<file path="src/hdl/tid_pkg.sv">
package tid_pkg;
  // instruction codes
  localparam int       IR_W               = 6;
  localparam logic [5:0] OP_EXTEST        = 6'h00;
  localparam logic [5:0] OP_SAMPLE        = 6'h01;
  localparam logic [5:0] OP_IDCODE        = 6'h02;
  localparam logic [5:0] OP_HIGHZ         = 6'h03;
  localparam logic [5:0] CAPTURE_IR_PATTERN = 6'h2d;
  localparam logic [5:0] OP_AC_TRAIN      = 6'h3c;
  localparam logic [5:0] OP_AC_PULSE      = 6'h3d;
  localparam logic [5:0] OP_CLAMP         = 6'h3e;
  localparam logic [5:0] OP_BYPASS        = 6'h3f;
  // boundary chain: two cells per pin, data at 2i, enable at 2i+1
  localparam int       N_PINS             = 8;
  localparam int       N_AC               = 2;
  localparam int       BSR_W              = 2 * N_PINS;
  // identification layout
  localparam int       ID_W               = 32;
  localparam int       MAKER_LSB          = 1;
  localparam int       MAKER_W            = 11;
  localparam int       PART_LSB           = 12;
  localparam int       PART_W             = 16;
  localparam int       REV_LSB            = 28;
  localparam int       REV_W              = 4;
  localparam logic     ID_MARKER          = 1'b1;
  localparam logic     BYPASS_CAPTURE     = 1'b0;
  // test-logic reset is reached after this many high mode-select edges
  localparam int       TLR_TMS_CYCLES     = 5;
  // synchroniser and snapshot buffer
  localparam int       SYNC_W             = 4 + N_PINS;
  localparam int       FIFO_DEPTH         = 16;
  localparam int       FIFO_AW            = 4;
  // tap controller states
  typedef enum logic [3:0] {
    S_TLR, S_RTI, S_SEL_DR, S_CAP_DR, S_SH_DR, S_EX1_DR, S_PA_DR, S_EX2_DR, S_UPD_DR,
    S_SEL_IR, S_CAP_IR, S_SH_IR, S_EX1_IR, S_PA_IR, S_EX2_IR, S_UPD_IR
  } tid_tap_t;
endpackage

</file>
<file path="src/hdl/tid_top.sv">
`timescale 1ns/100ps
// snapshot buffer; output word sits in a register so the drain side sees flops
module tid_fifo #(
  parameter int W     = 16,
  parameter int DEPTH = 16,
  parameter int AW    = 4
) (
  // clock and reset
  input  wire logic         clk,
  input  wire logic         rst_n,
  // fill side
  input  wire logic [W-1:0] in_data,
  input  wire logic         in_valid,
  output logic              in_ready,
  // drain side
  output logic [W-1:0]      out_data,
  output logic              out_valid,
  input  wire logic         out_ready
);
  logic [W-1:0]  mem [DEPTH];
  logic [AW-1:0] wr_ptr;
  logic [AW-1:0] rd_ptr;
  logic [AW:0]   cnt;
  logic [AW:0]   next_cnt;
  wire           push = in_valid & in_ready;
  wire           load = (~out_valid | out_ready) & (cnt != '0);
  localparam logic [AW:0] FULL_CNT = (AW+1)'(DEPTH);

  // count moves by push minus load
  assign next_cnt = cnt + {{AW{1'b0}}, push} - {{AW{1'b0}}, load};

  // storage writes only, no reset needed on the array
  always_ff @(posedge clk) begin
    if (push) begin
      mem[wr_ptr] <= in_data;
    end
  end

  // pointers, output stage and honest full flag
  always_ff @(posedge clk or negedge rst_n) begin
    if (!rst_n) begin
      wr_ptr    <= '0;
      rd_ptr    <= '0;
      cnt       <= '0;
      in_ready  <= 1'b1;
      out_valid <= 1'b0;
      out_data  <= '0;
    end else begin
      cnt      <= next_cnt;
      in_ready <= next_cnt != FULL_CNT;
      if (push) begin
        wr_ptr <= wr_ptr + 1'b1;
      end
      if (load) begin
        out_data  <= mem[rd_ptr];
        rd_ptr    <= rd_ptr + 1'b1;
        out_valid <= 1'b1;
      end else if (out_ready) begin
        out_valid <= 1'b0;
      end
    end
  end
endmodule

module tid_top import tid_pkg::*; #(
  parameter logic [MAKER_W-1:0] MAKER_CODE = 11'h2a5,  // arbitrary value
  parameter logic [PART_W-1:0]  PART_CODE  = 16'h1234, // arbitrary value
  parameter logic [REV_W-1:0]   REV_CODE   = 4'h1      // arbitrary value
) (
  // system clock and reset
  input  wire logic              clk,
  input  wire logic              rst_n,
  // test port pins
  input  wire logic              tck,
  input  wire logic              tms,
  input  wire logic              tdi,
  input  wire logic              trst_n,
  output logic                   tdo,
  output logic                   tdo_oe_n,
  // core side of the boundary pins
  input  wire logic [N_PINS-1:0] core_out,
  input  wire logic [N_PINS-1:0] core_oe,
  // pad side of the boundary pins
  input  wire logic [N_PINS-1:0] pin_in,
  output logic [N_PINS-1:0]      pin_out,
  output logic [N_PINS-1:0]      pin_oe_n,
  // sampled snapshot stream
  output logic [BSR_W-1:0]       snap_data,
  output logic                   snap_valid,
  input  wire logic              snap_ready,
  output logic                   snap_room
);
  logic [SYNC_W-1:0] sync1;
  logic [SYNC_W-1:0] sync2;
  logic              tck_d;
  tid_tap_t          state;
  tid_tap_t          next_state;
  logic [IR_W-1:0]   ir_shift;
  logic [IR_W-1:0]   ir;
  logic [BSR_W-1:0]  bsr_shift;
  logic [BSR_W-1:0]  bsr_upd;
  logic [ID_W-1:0]   id_shift;
  logic              bypass_bit;
  logic              ac_phase;
  logic [BSR_W-1:0]  cap_vec;
  logic [N_PINS-1:0] next_pin_out;
  logic [N_PINS-1:0] next_pin_oe_n;
  logic [N_PINS-1:0] upd_data;

  // synchronised pins: tck, tms, tdi, trst_n, then pads
  wire               tck_s    = sync2[0];
  wire               tms_s    = sync2[1];
  wire               tdi_s    = sync2[2];
  wire               trst_s   = sync2[3];
  wire [N_PINS-1:0]  pin_in_s = sync2[SYNC_W-1:4];
  wire               tck_rise = tck_s & ~tck_d;
  wire               tck_fall = ~tck_s & tck_d;

  // instruction decode; reserved codes fall back to the bypass bit
  wire is_extest = ir == OP_EXTEST;
  wire is_sample = ir == OP_SAMPLE;
  wire is_train  = ir == OP_AC_TRAIN;
  wire is_pulse  = ir == OP_AC_PULSE;
  wire is_highz  = ir == OP_HIGHZ;
  wire sel_id    = ir == OP_IDCODE;
  wire sel_bsr   = is_extest | is_sample | is_train | is_pulse;
  wire sel_byp   = ~sel_id & ~sel_bsr;
  wire drive_bsr = is_extest | is_train | is_pulse | (ir == OP_CLAMP);
  wire ac_mode   = is_train | is_pulse;
  wire [ID_W-1:0] id_value = {REV_CODE, PART_CODE, MAKER_CODE, ID_MARKER};
  wire            dr_out   = sel_id ? id_shift[0] : sel_bsr ? bsr_shift[0] : bypass_bit;

  // two-flop synchroniser; tck edges are found on the second stage only
  always_ff @(posedge clk or negedge rst_n) begin
    if (!rst_n) begin
      sync1 <= '0;
      sync2 <= '0;
      tck_d <= 1'b0;
    end else begin
      sync1 <= {pin_in, trst_n, tdi, tms, tck};
      sync2 <= sync1;
      tck_d <= sync2[0];
    end
  end

  // tap transitions; five high tms edges always end in reset
  always_comb begin
    next_state = state;
    unique case (state)
      S_TLR:    next_state = tms_s ? S_TLR : S_RTI;
      S_RTI:    next_state = tms_s ? S_SEL_DR : S_RTI;
      S_SEL_DR: next_state = tms_s ? S_SEL_IR : S_CAP_DR;
      S_CAP_DR: next_state = tms_s ? S_EX1_DR : S_SH_DR;
      S_SH_DR:  next_state = tms_s ? S_EX1_DR : S_SH_DR;
      S_EX1_DR: next_state = tms_s ? S_UPD_DR : S_PA_DR;
      S_PA_DR:  next_state = tms_s ? S_EX2_DR : S_PA_DR;
      S_EX2_DR: next_state = tms_s ? S_UPD_DR : S_SH_DR;
      S_UPD_DR: next_state = tms_s ? S_SEL_DR : S_RTI;
      S_SEL_IR: next_state = tms_s ? S_TLR : S_CAP_IR;
      S_CAP_IR: next_state = tms_s ? S_EX1_IR : S_SH_IR;
      S_SH_IR:  next_state = tms_s ? S_EX1_IR : S_SH_IR;
      S_EX1_IR: next_state = tms_s ? S_UPD_IR : S_PA_IR;
      S_PA_IR:  next_state = tms_s ? S_EX2_IR : S_PA_IR;
      S_EX2_IR: next_state = tms_s ? S_UPD_IR : S_SH_IR;
      S_UPD_IR: next_state = tms_s ? S_SEL_DR : S_RTI;
    endcase
  end

  // tap state advances on rising tck; test reset pin forces reset state
  always_ff @(posedge clk or negedge rst_n) begin
    if (!rst_n) begin
      state <= S_TLR;
    end else if (!trst_s) begin
      state <= S_TLR;
    end else if (tck_rise) begin
      state <= next_state;
    end
  end

  // instruction shifter: capture pattern, then shift lsb first on rising tck
  always_ff @(posedge clk or negedge rst_n) begin
    if (!rst_n) begin
      ir_shift <= CAPTURE_IR_PATTERN;
    end else if (tck_rise && state == S_CAP_IR) begin
      ir_shift <= CAPTURE_IR_PATTERN;
    end else if (tck_rise && state == S_SH_IR) begin
      ir_shift <= {tdi_s, ir_shift[IR_W-1:1]};
    end
  end

  // current instruction loads on falling tck in update-IR; test reset pin or reset state selects identification
  always_ff @(posedge clk or negedge rst_n) begin
    if (!rst_n) begin
      ir <= OP_IDCODE;
    end else if (!trst_s || state == S_TLR) begin
      ir <= OP_IDCODE;
    end else if (tck_fall && state == S_UPD_IR) begin
      ir <= ir_shift;
    end
  end

  // capture vector per pin; bidirectional data cell follows the enable, except under extest where it always takes the pad
  for (genvar i = 0; i < N_PINS; i++) begin : g_pin
    wire from_pad = is_extest | ~core_oe[i];
    wire ac_inv   = (i < N_AC) & ac_mode & ac_phase;
    assign cap_vec[2*i]     = from_pad ? pin_in_s[i] : core_out[i];
    assign cap_vec[2*i+1]   = core_oe[i];
    assign upd_data[i]      = bsr_upd[2*i];
    assign next_pin_out[i]  = drive_bsr ? (bsr_upd[2*i] ^ ac_inv) : core_out[i];
    assign next_pin_oe_n[i] = is_highz ? 1'b1 : drive_bsr ? ~bsr_upd[2*i+1] : ~core_oe[i];
  end

  // data registers capture and shift on rising tck
  always_ff @(posedge clk or negedge rst_n) begin
    if (!rst_n) begin
      bsr_shift  <= '0;
      id_shift   <= '0;
      bypass_bit <= 1'b0;
    end else if (tck_rise && state == S_CAP_DR) begin
      if (sel_bsr) begin
        bsr_shift <= cap_vec;
      end
      if (sel_id) begin
        id_shift <= id_value;
      end
      bypass_bit <= BYPASS_CAPTURE;
    end else if (tck_rise && state == S_SH_DR) begin
      if (sel_bsr) begin
        bsr_shift <= {tdi_s, bsr_shift[BSR_W-1:1]};
      end
      if (sel_id) begin
        id_shift <= {tdi_s, id_shift[ID_W-1:1]};
      end
      bypass_bit <= tdi_s;
    end
  end

  // negative-edge update latch avoids skew between shift and update
  always_ff @(posedge clk or negedge rst_n) begin
    if (!rst_n) begin
      bsr_upd <= '0;
    end else if (tck_fall && state == S_UPD_DR && sel_bsr) begin
      bsr_upd <= bsr_shift;
    end
  end

  // ac phase: training toggles, pulse stays high, only while idling
  always_ff @(posedge clk or negedge rst_n) begin
    if (!rst_n) begin
      ac_phase <= 1'b0;
    end else if (tck_fall) begin
      ac_phase <= (state == S_RTI) ? (is_train ? ~ac_phase : 1'b1) : 1'b0;
    end
  end

  // serial output changes on falling tck, driven only while shifting
  always_ff @(posedge clk or negedge rst_n) begin
    if (!rst_n) begin
      tdo      <= 1'b0;
      tdo_oe_n <= 1'b1;
    end else if (tck_fall) begin
      tdo      <= (state == S_SH_IR) ? ir_shift[0] : dr_out;
      tdo_oe_n <= ~(state == S_SH_IR || state == S_SH_DR);
    end
  end

  // pad drive registered so every pin leaves from a flop
  always_ff @(posedge clk or negedge rst_n) begin
    if (!rst_n) begin
      pin_out  <= '0;
      pin_oe_n <= '1;
    end else begin
      pin_out  <= next_pin_out;
      pin_oe_n <= next_pin_oe_n;
    end
  end

  // sample captures are queued; a full buffer drops the snapshot, the scan still works
  tid_fifo #(
    .W     (BSR_W),
    .DEPTH (FIFO_DEPTH),
    .AW    (FIFO_AW)
  ) u_snap (
    .clk       (clk),
    .rst_n     (rst_n),
    .in_data   (cap_vec),
    .in_valid  (tck_rise && state == S_CAP_DR && is_sample),
    .in_ready  (snap_room),
    .out_data  (snap_data),
    .out_valid (snap_valid),
    .out_ready (snap_ready)
  );

  // checks
  ir_reset_a: assert property (@(posedge clk) disable iff (!rst_n)
    !trst_s |=> ir == OP_IDCODE) else $error("reset did not select identification");
  cap_ir_a: assert property (@(posedge clk) disable iff (!rst_n)
    tck_rise && state == S_CAP_IR |=> ir_shift == CAPTURE_IR_PATTERN) else $error("capture-IR pattern wrong");
  byp_cap_a: assert property (@(posedge clk) disable iff (!rst_n)
    tck_rise && state == S_CAP_DR |=> !bypass_bit) else $error("bypass bit not cleared");
  highz_pins_a: assert property (@(posedge clk) disable iff (!rst_n)
    is_highz |=> pin_oe_n == '1) else $error("pins driven under high-z");
  extest_hold_a: assert property (@(posedge clk) disable iff (!rst_n)
    is_extest |=> pin_out == $past(upd_data)) else $error("extest pin value wrong");
  ir_update_a: assert property (@(posedge clk) disable iff (!rst_n)
    $changed(ir) |-> $past(tck_fall && state == S_UPD_IR) || $past(!trst_s || state == S_TLR))
    else $error("instruction changed outside update-IR");
  id_load_a: assert property (@(posedge clk) disable iff (!rst_n)
    tck_rise && state == S_CAP_DR && sel_id |=> id_shift[0] && id_shift[PART_LSB +: PART_W] == PART_CODE)
    else $error("identification value wrong");
  upd_dr_a: assert property (@(posedge clk) disable iff (!rst_n)
    tck_fall && state == S_UPD_DR && sel_bsr |=> bsr_upd == $past(bsr_shift))
    else $error("update-DR lost data");
  clamp_path_a: assert property (@(posedge clk) disable iff (!rst_n)
    ir == OP_CLAMP && tck_fall && state == S_SH_DR |=> tdo == $past(bypass_bit))
    else $error("clamp not through bypass");
  pulse_idle_a: assert property (@(posedge clk) disable iff (!rst_n)
    tck_fall && state != S_RTI |=> !ac_phase) else $error("ac pulse outside idle");
endmodule
</file>
<file path="config.mk">
export PLATFORM = sky130hd
export DESIGN_NAME = tid_top
export DESIGN_NICKNAME = d
export VERILOG_FILES = /design/src/hdl/tid_pkg.sv /design/src/hdl/tid_top.sv
export SDC_FILE = /design/constraint.sdc
export NUM_CORES = 1
export LEC_CHECK = 0
export ABC_AREA = 0
export BUFFER_PORTS_ARGS = -buffer_cell sky130_fd_sc_hd__buf_2
export CAP_MARGIN = 10
export CORE_UTILIZATION = 61
export CTS_BUF_LIST = sky130_fd_sc_hd__clkbuf_16
export DETAILED_ROUTE_END_ITERATION = 12
export HOLD_SLACK_MARGIN = 0.12
export PLACE_DENSITY = 0.76
export SLEW_MARGIN = 20
export SYNTH_ARGS = -nofsm -noshare
export SYNTH_HDL_FRONTEND = slang
export SYNTH_SLANG_ARGS = --single-unit
</file>
<file path="constraint.sdc">
create_clock -name clk -period 3.7 [get_ports clk]
set_clock_uncertainty 0.1 [all_clocks]
set_input_delay 0.37 -clock clk [delete_from_list [all_inputs] [get_ports clk]]
set_output_delay 0.37 -clock clk [all_outputs]
set_load 0.005 [all_outputs]
</file>
==> impl_metrics.toml <==
[final_layout]
final_cells = 1466
layout-drive-gt1-share = 0.237
fin_area_mm2 = 0.0188
final_util = 0.714
antenna_cells = 0
syn_to_final_growth_pct = 13.8
fin_nets = 1143
num-fill-cells = 1578

[placed_design]
placedCellCount = 1371
dpl_cell_area_mm2 = 0.0173
portBuffers = 66
place_congestion = 0.788
dpl.hpwl_mm = 20.0

[synth]
syn_area_mm2 = 0.0165
synth_cell_types = 60
ys_seq_area_frac = 0.702
ys_ff_latch = 412
synth-warning-count = 0
synth_ff_type = "edfxtp_1"
async_reset_ff_frac = 0.379
synth_edf_count = 256
avgSynthCellArea_um2 = 16.6
synth_nets = 1041
netlist_instances = 998

[global_route]
first_global_vias = 9412
grtUsageTotal = 0.254
grt_start_max_net_pins = 68
antenna_found_initial = 0
grt_pass1_wl_mm = 53.2
grt_overflow = 0

[clock_network]
clkSlewWorstSetupHoldPaths_ns = 0.07
cts_made_buffers = 40
clock_sinks = 412
cts_root_buffer = "clkbuf_16"
clk_path_buf_depth = 3
cts_hold_buf = 22
clock_latency_ns = 0.54
postCtsSetupBuffers = 0
post_cts_resize_count = 0
tritoncts = "done"
h-tree-depth = 2

[power]
p_int_mw = 8.45
vdd_drop_max_mv = 0.624
switching_share = 0.262
p_seq_frac = 0.468
switchingPower_mw = 2.99
clkPwrFrac = 0.338
leakagePower_nw = 7.12
p_per_area_mw_per_mm2 = 608
combinationalPowerShare = 0.193

[drt]
viasPerCell = 6.25
dr.pass1.iters = 11
wl_mm = 34.1
drcViolationCount = 3
drt_iter0_drc = 890
drt-wirelength-per-cell_um = 23.3
vias = 9165
ant_nets = 0

[die]
core_area_mm2 = 0.0264
fp.dieArea_mm2 = 0.0278
ios = 67
initial_core_util = 0.627
die_w_um = 167
floorplan.die.height_um = 167
rows = 59

[worst_setup_path]
cp-start-kind = "register"
crit_type = "register to register"
endpoint_kind = "register"
arrival_ns = 3.26
cp_max_fo = 18
worstPathRequired_ns = 4.00

[timing]
fin_crit_ns = 2.96
slew_headroom = 0.376
rsz0062_at_grt = "false"
setup_viol = 0
drv_slew = 0
hold_viol_final = 0
worst_pin_slew_ns = 0.936
final.setup.tns_ns = 0
finalCritPeriodShare = 0.801
max_freq_mhz = 337

[outcome]
status = "complete, but fails checks"
violations = "design-rule violations"

[flow_run]
maxCapViolations = 0

[hold_path]
hold_class = "input pin to register"
[path summary, 6_finish.rpt]
| path | slack, ns | to | cells after the start | startpoint |
|---|---|---|---|---|
| setup / recovery | 0.74 | bsr_shift[6] | 4 | ir[2] |
| setup reg to reg | 0.74 | bsr_shift[6] | 4 | ir[2] |
| min in group asynchronous | 0.35 | u_snap.rd_ptr[0] | 2 | rst_n |
| hold reg to reg | 0.25 | sync2[1] | 0 | sync1[1] |
| max in group asynchronous | 2.24 | pin_oe_n[2] | 3 | rst_n |
| hold / removal | 0.18 | u_snap.mem[2][15] | 1 | core_oe[7] |
[cell usage in the layout, fill, tap and decap left out, types with 13 or more instances in the layout]
| master | synthesis | final |
|---|---|---|
| dfstp_2 | 15 | 15 |
| nand2_1 | 42 | 42 |
| and2_1 | 22 | 22 |
| buf_4 | 3 | 31 |
| mux2_2 | 27 | 27 |
| dfrtp_1 | 141 | 139 |
| o21ai_0 | 34 | 34 |
| nor2_1 | 39 | 39 |
| a221oi_1 | 24 | 24 |
| buf_2 | 17 | 65 |
| mux4_2 | 64 | 64 |
| edfxtp_1 | 256 | 256 |
| o22ai_1 | 17 | 17 |
| inv_1 | 37 | 47 |
| and3_1 | 13 | 13 |
| clkbuf_16 | 0 | 43 |
| dlygate4sd3_1 | 0 | 22 |
| mux2i_1 | 60 | 60 |
[flip-flops by register name, summed over array words and instances, names as in the netlist, 4 cells and up]
name / cells
u_snap.out_data: 16
pin_out: 8
u_snap.cnt: 5
ir: 6
u_snap.wr_ptr: 4
id_shift: 32
sync1: 12
u_snap.rd_ptr: 4
state: 4
ir_shift: 6
bsr_upd: 16
bsr_shift: 16
sync2: 12
u_snap.mem: 256
pin_oe_n: 8
[stage by stage]
step | total power [mW] | hold slack, ns | setup slack (ns)
3_5_place_dp | 7.65 | 0.235 | 0.731
3_3_place_gp | 7.59 | 0.232 | 0.777
5_1_grt | 11.9 | 0.171 | 0.563
6_report | 11.4 | 0.178 | 0.736
4_1_cts | 11.5 | 0.156 | 0.696
2_1_floorplan | 6.95 | -0.0256 | 0.797
[layer usage]
metal | track usage | routed length (um) | vias up
met5 | 0 | 0 | -
met4 | 0.0926 | 1010 | 0
met3 | 0.0452 | 2200 | 68
met2 | 0.421 | 17100 | 376
met1 | 0.343 | 13800 | 4705
li1 | - | - | 4016
[Yosys cell counts, types with 22 or more instances]
master / number / share of area
dfrtp_1: 141 / 0.21
edfxtp_1: 256 / 0.46
nor2_1: 39 / 0.0089
inv_1: 37 / 0.0084
mux2i_1: 60 / 0.036
and2_1: 22 / 0.0083
a221oi_1: 24 / 0.013
mux2_2: 27 / 0.018
nand2_1: 42 / 0.0095
mux4_2: 64 / 0.087
o21ai_0: 34 / 0.010
clkbuf_1: 33 / 0.0075
[worst max-delay path, stage by stage (launching register included)]
cell	delay, ns
dfrtp_1	0.40
or4_1	0.83
a21o_1	0.48
or2_1	0.57
o31ai_1	0.44
[kinds of logic (layout without fill, tap and decap cells)]
family | after synthesis | after routing | synth area share
DFF | 412 | 412 | 0.702
and+or+nand+nor | 168 | 168 | 0.0530
muxes | 162 | 162 | 0.149
AOI/OAI and AO/OA | 132 | 132 | 0.0541
buffers and inverters | 99 | 232 | 0.0249
xor gates and xnor gates | 13 | 13 | 0.00689
adders and majority gates | 12 | 12 | 0.00954
[layout make-up]
cell class	instances	area, um^2	area share
Multi-Input combinational cell	487	4530	0.241
Sequential cell	412	11600	0.617
Clock inverter	30	188	0.00997
Inverter	37	139	0.00738
Tap cell	335	419	0.0223
Clock buffer	43	1080	0.0572
Timing Repair Buffer	122	850	0.0451
[power groups by stage]
stage / combinational, mW / sequential (mW) / clock (mW)
after floorplan: 1.67 / 5.28 / 0
after global placement: 2.15 / 5.45 / 0
after detailed placement: 2.20 / 5.45 / 0
after CTS: 2.24 / 5.36 / 3.93
after global routing: 2.37 / 5.39 / 4.12
final: 2.21 / 5.36 / 3.87
(Power assumes the default switching activity.)
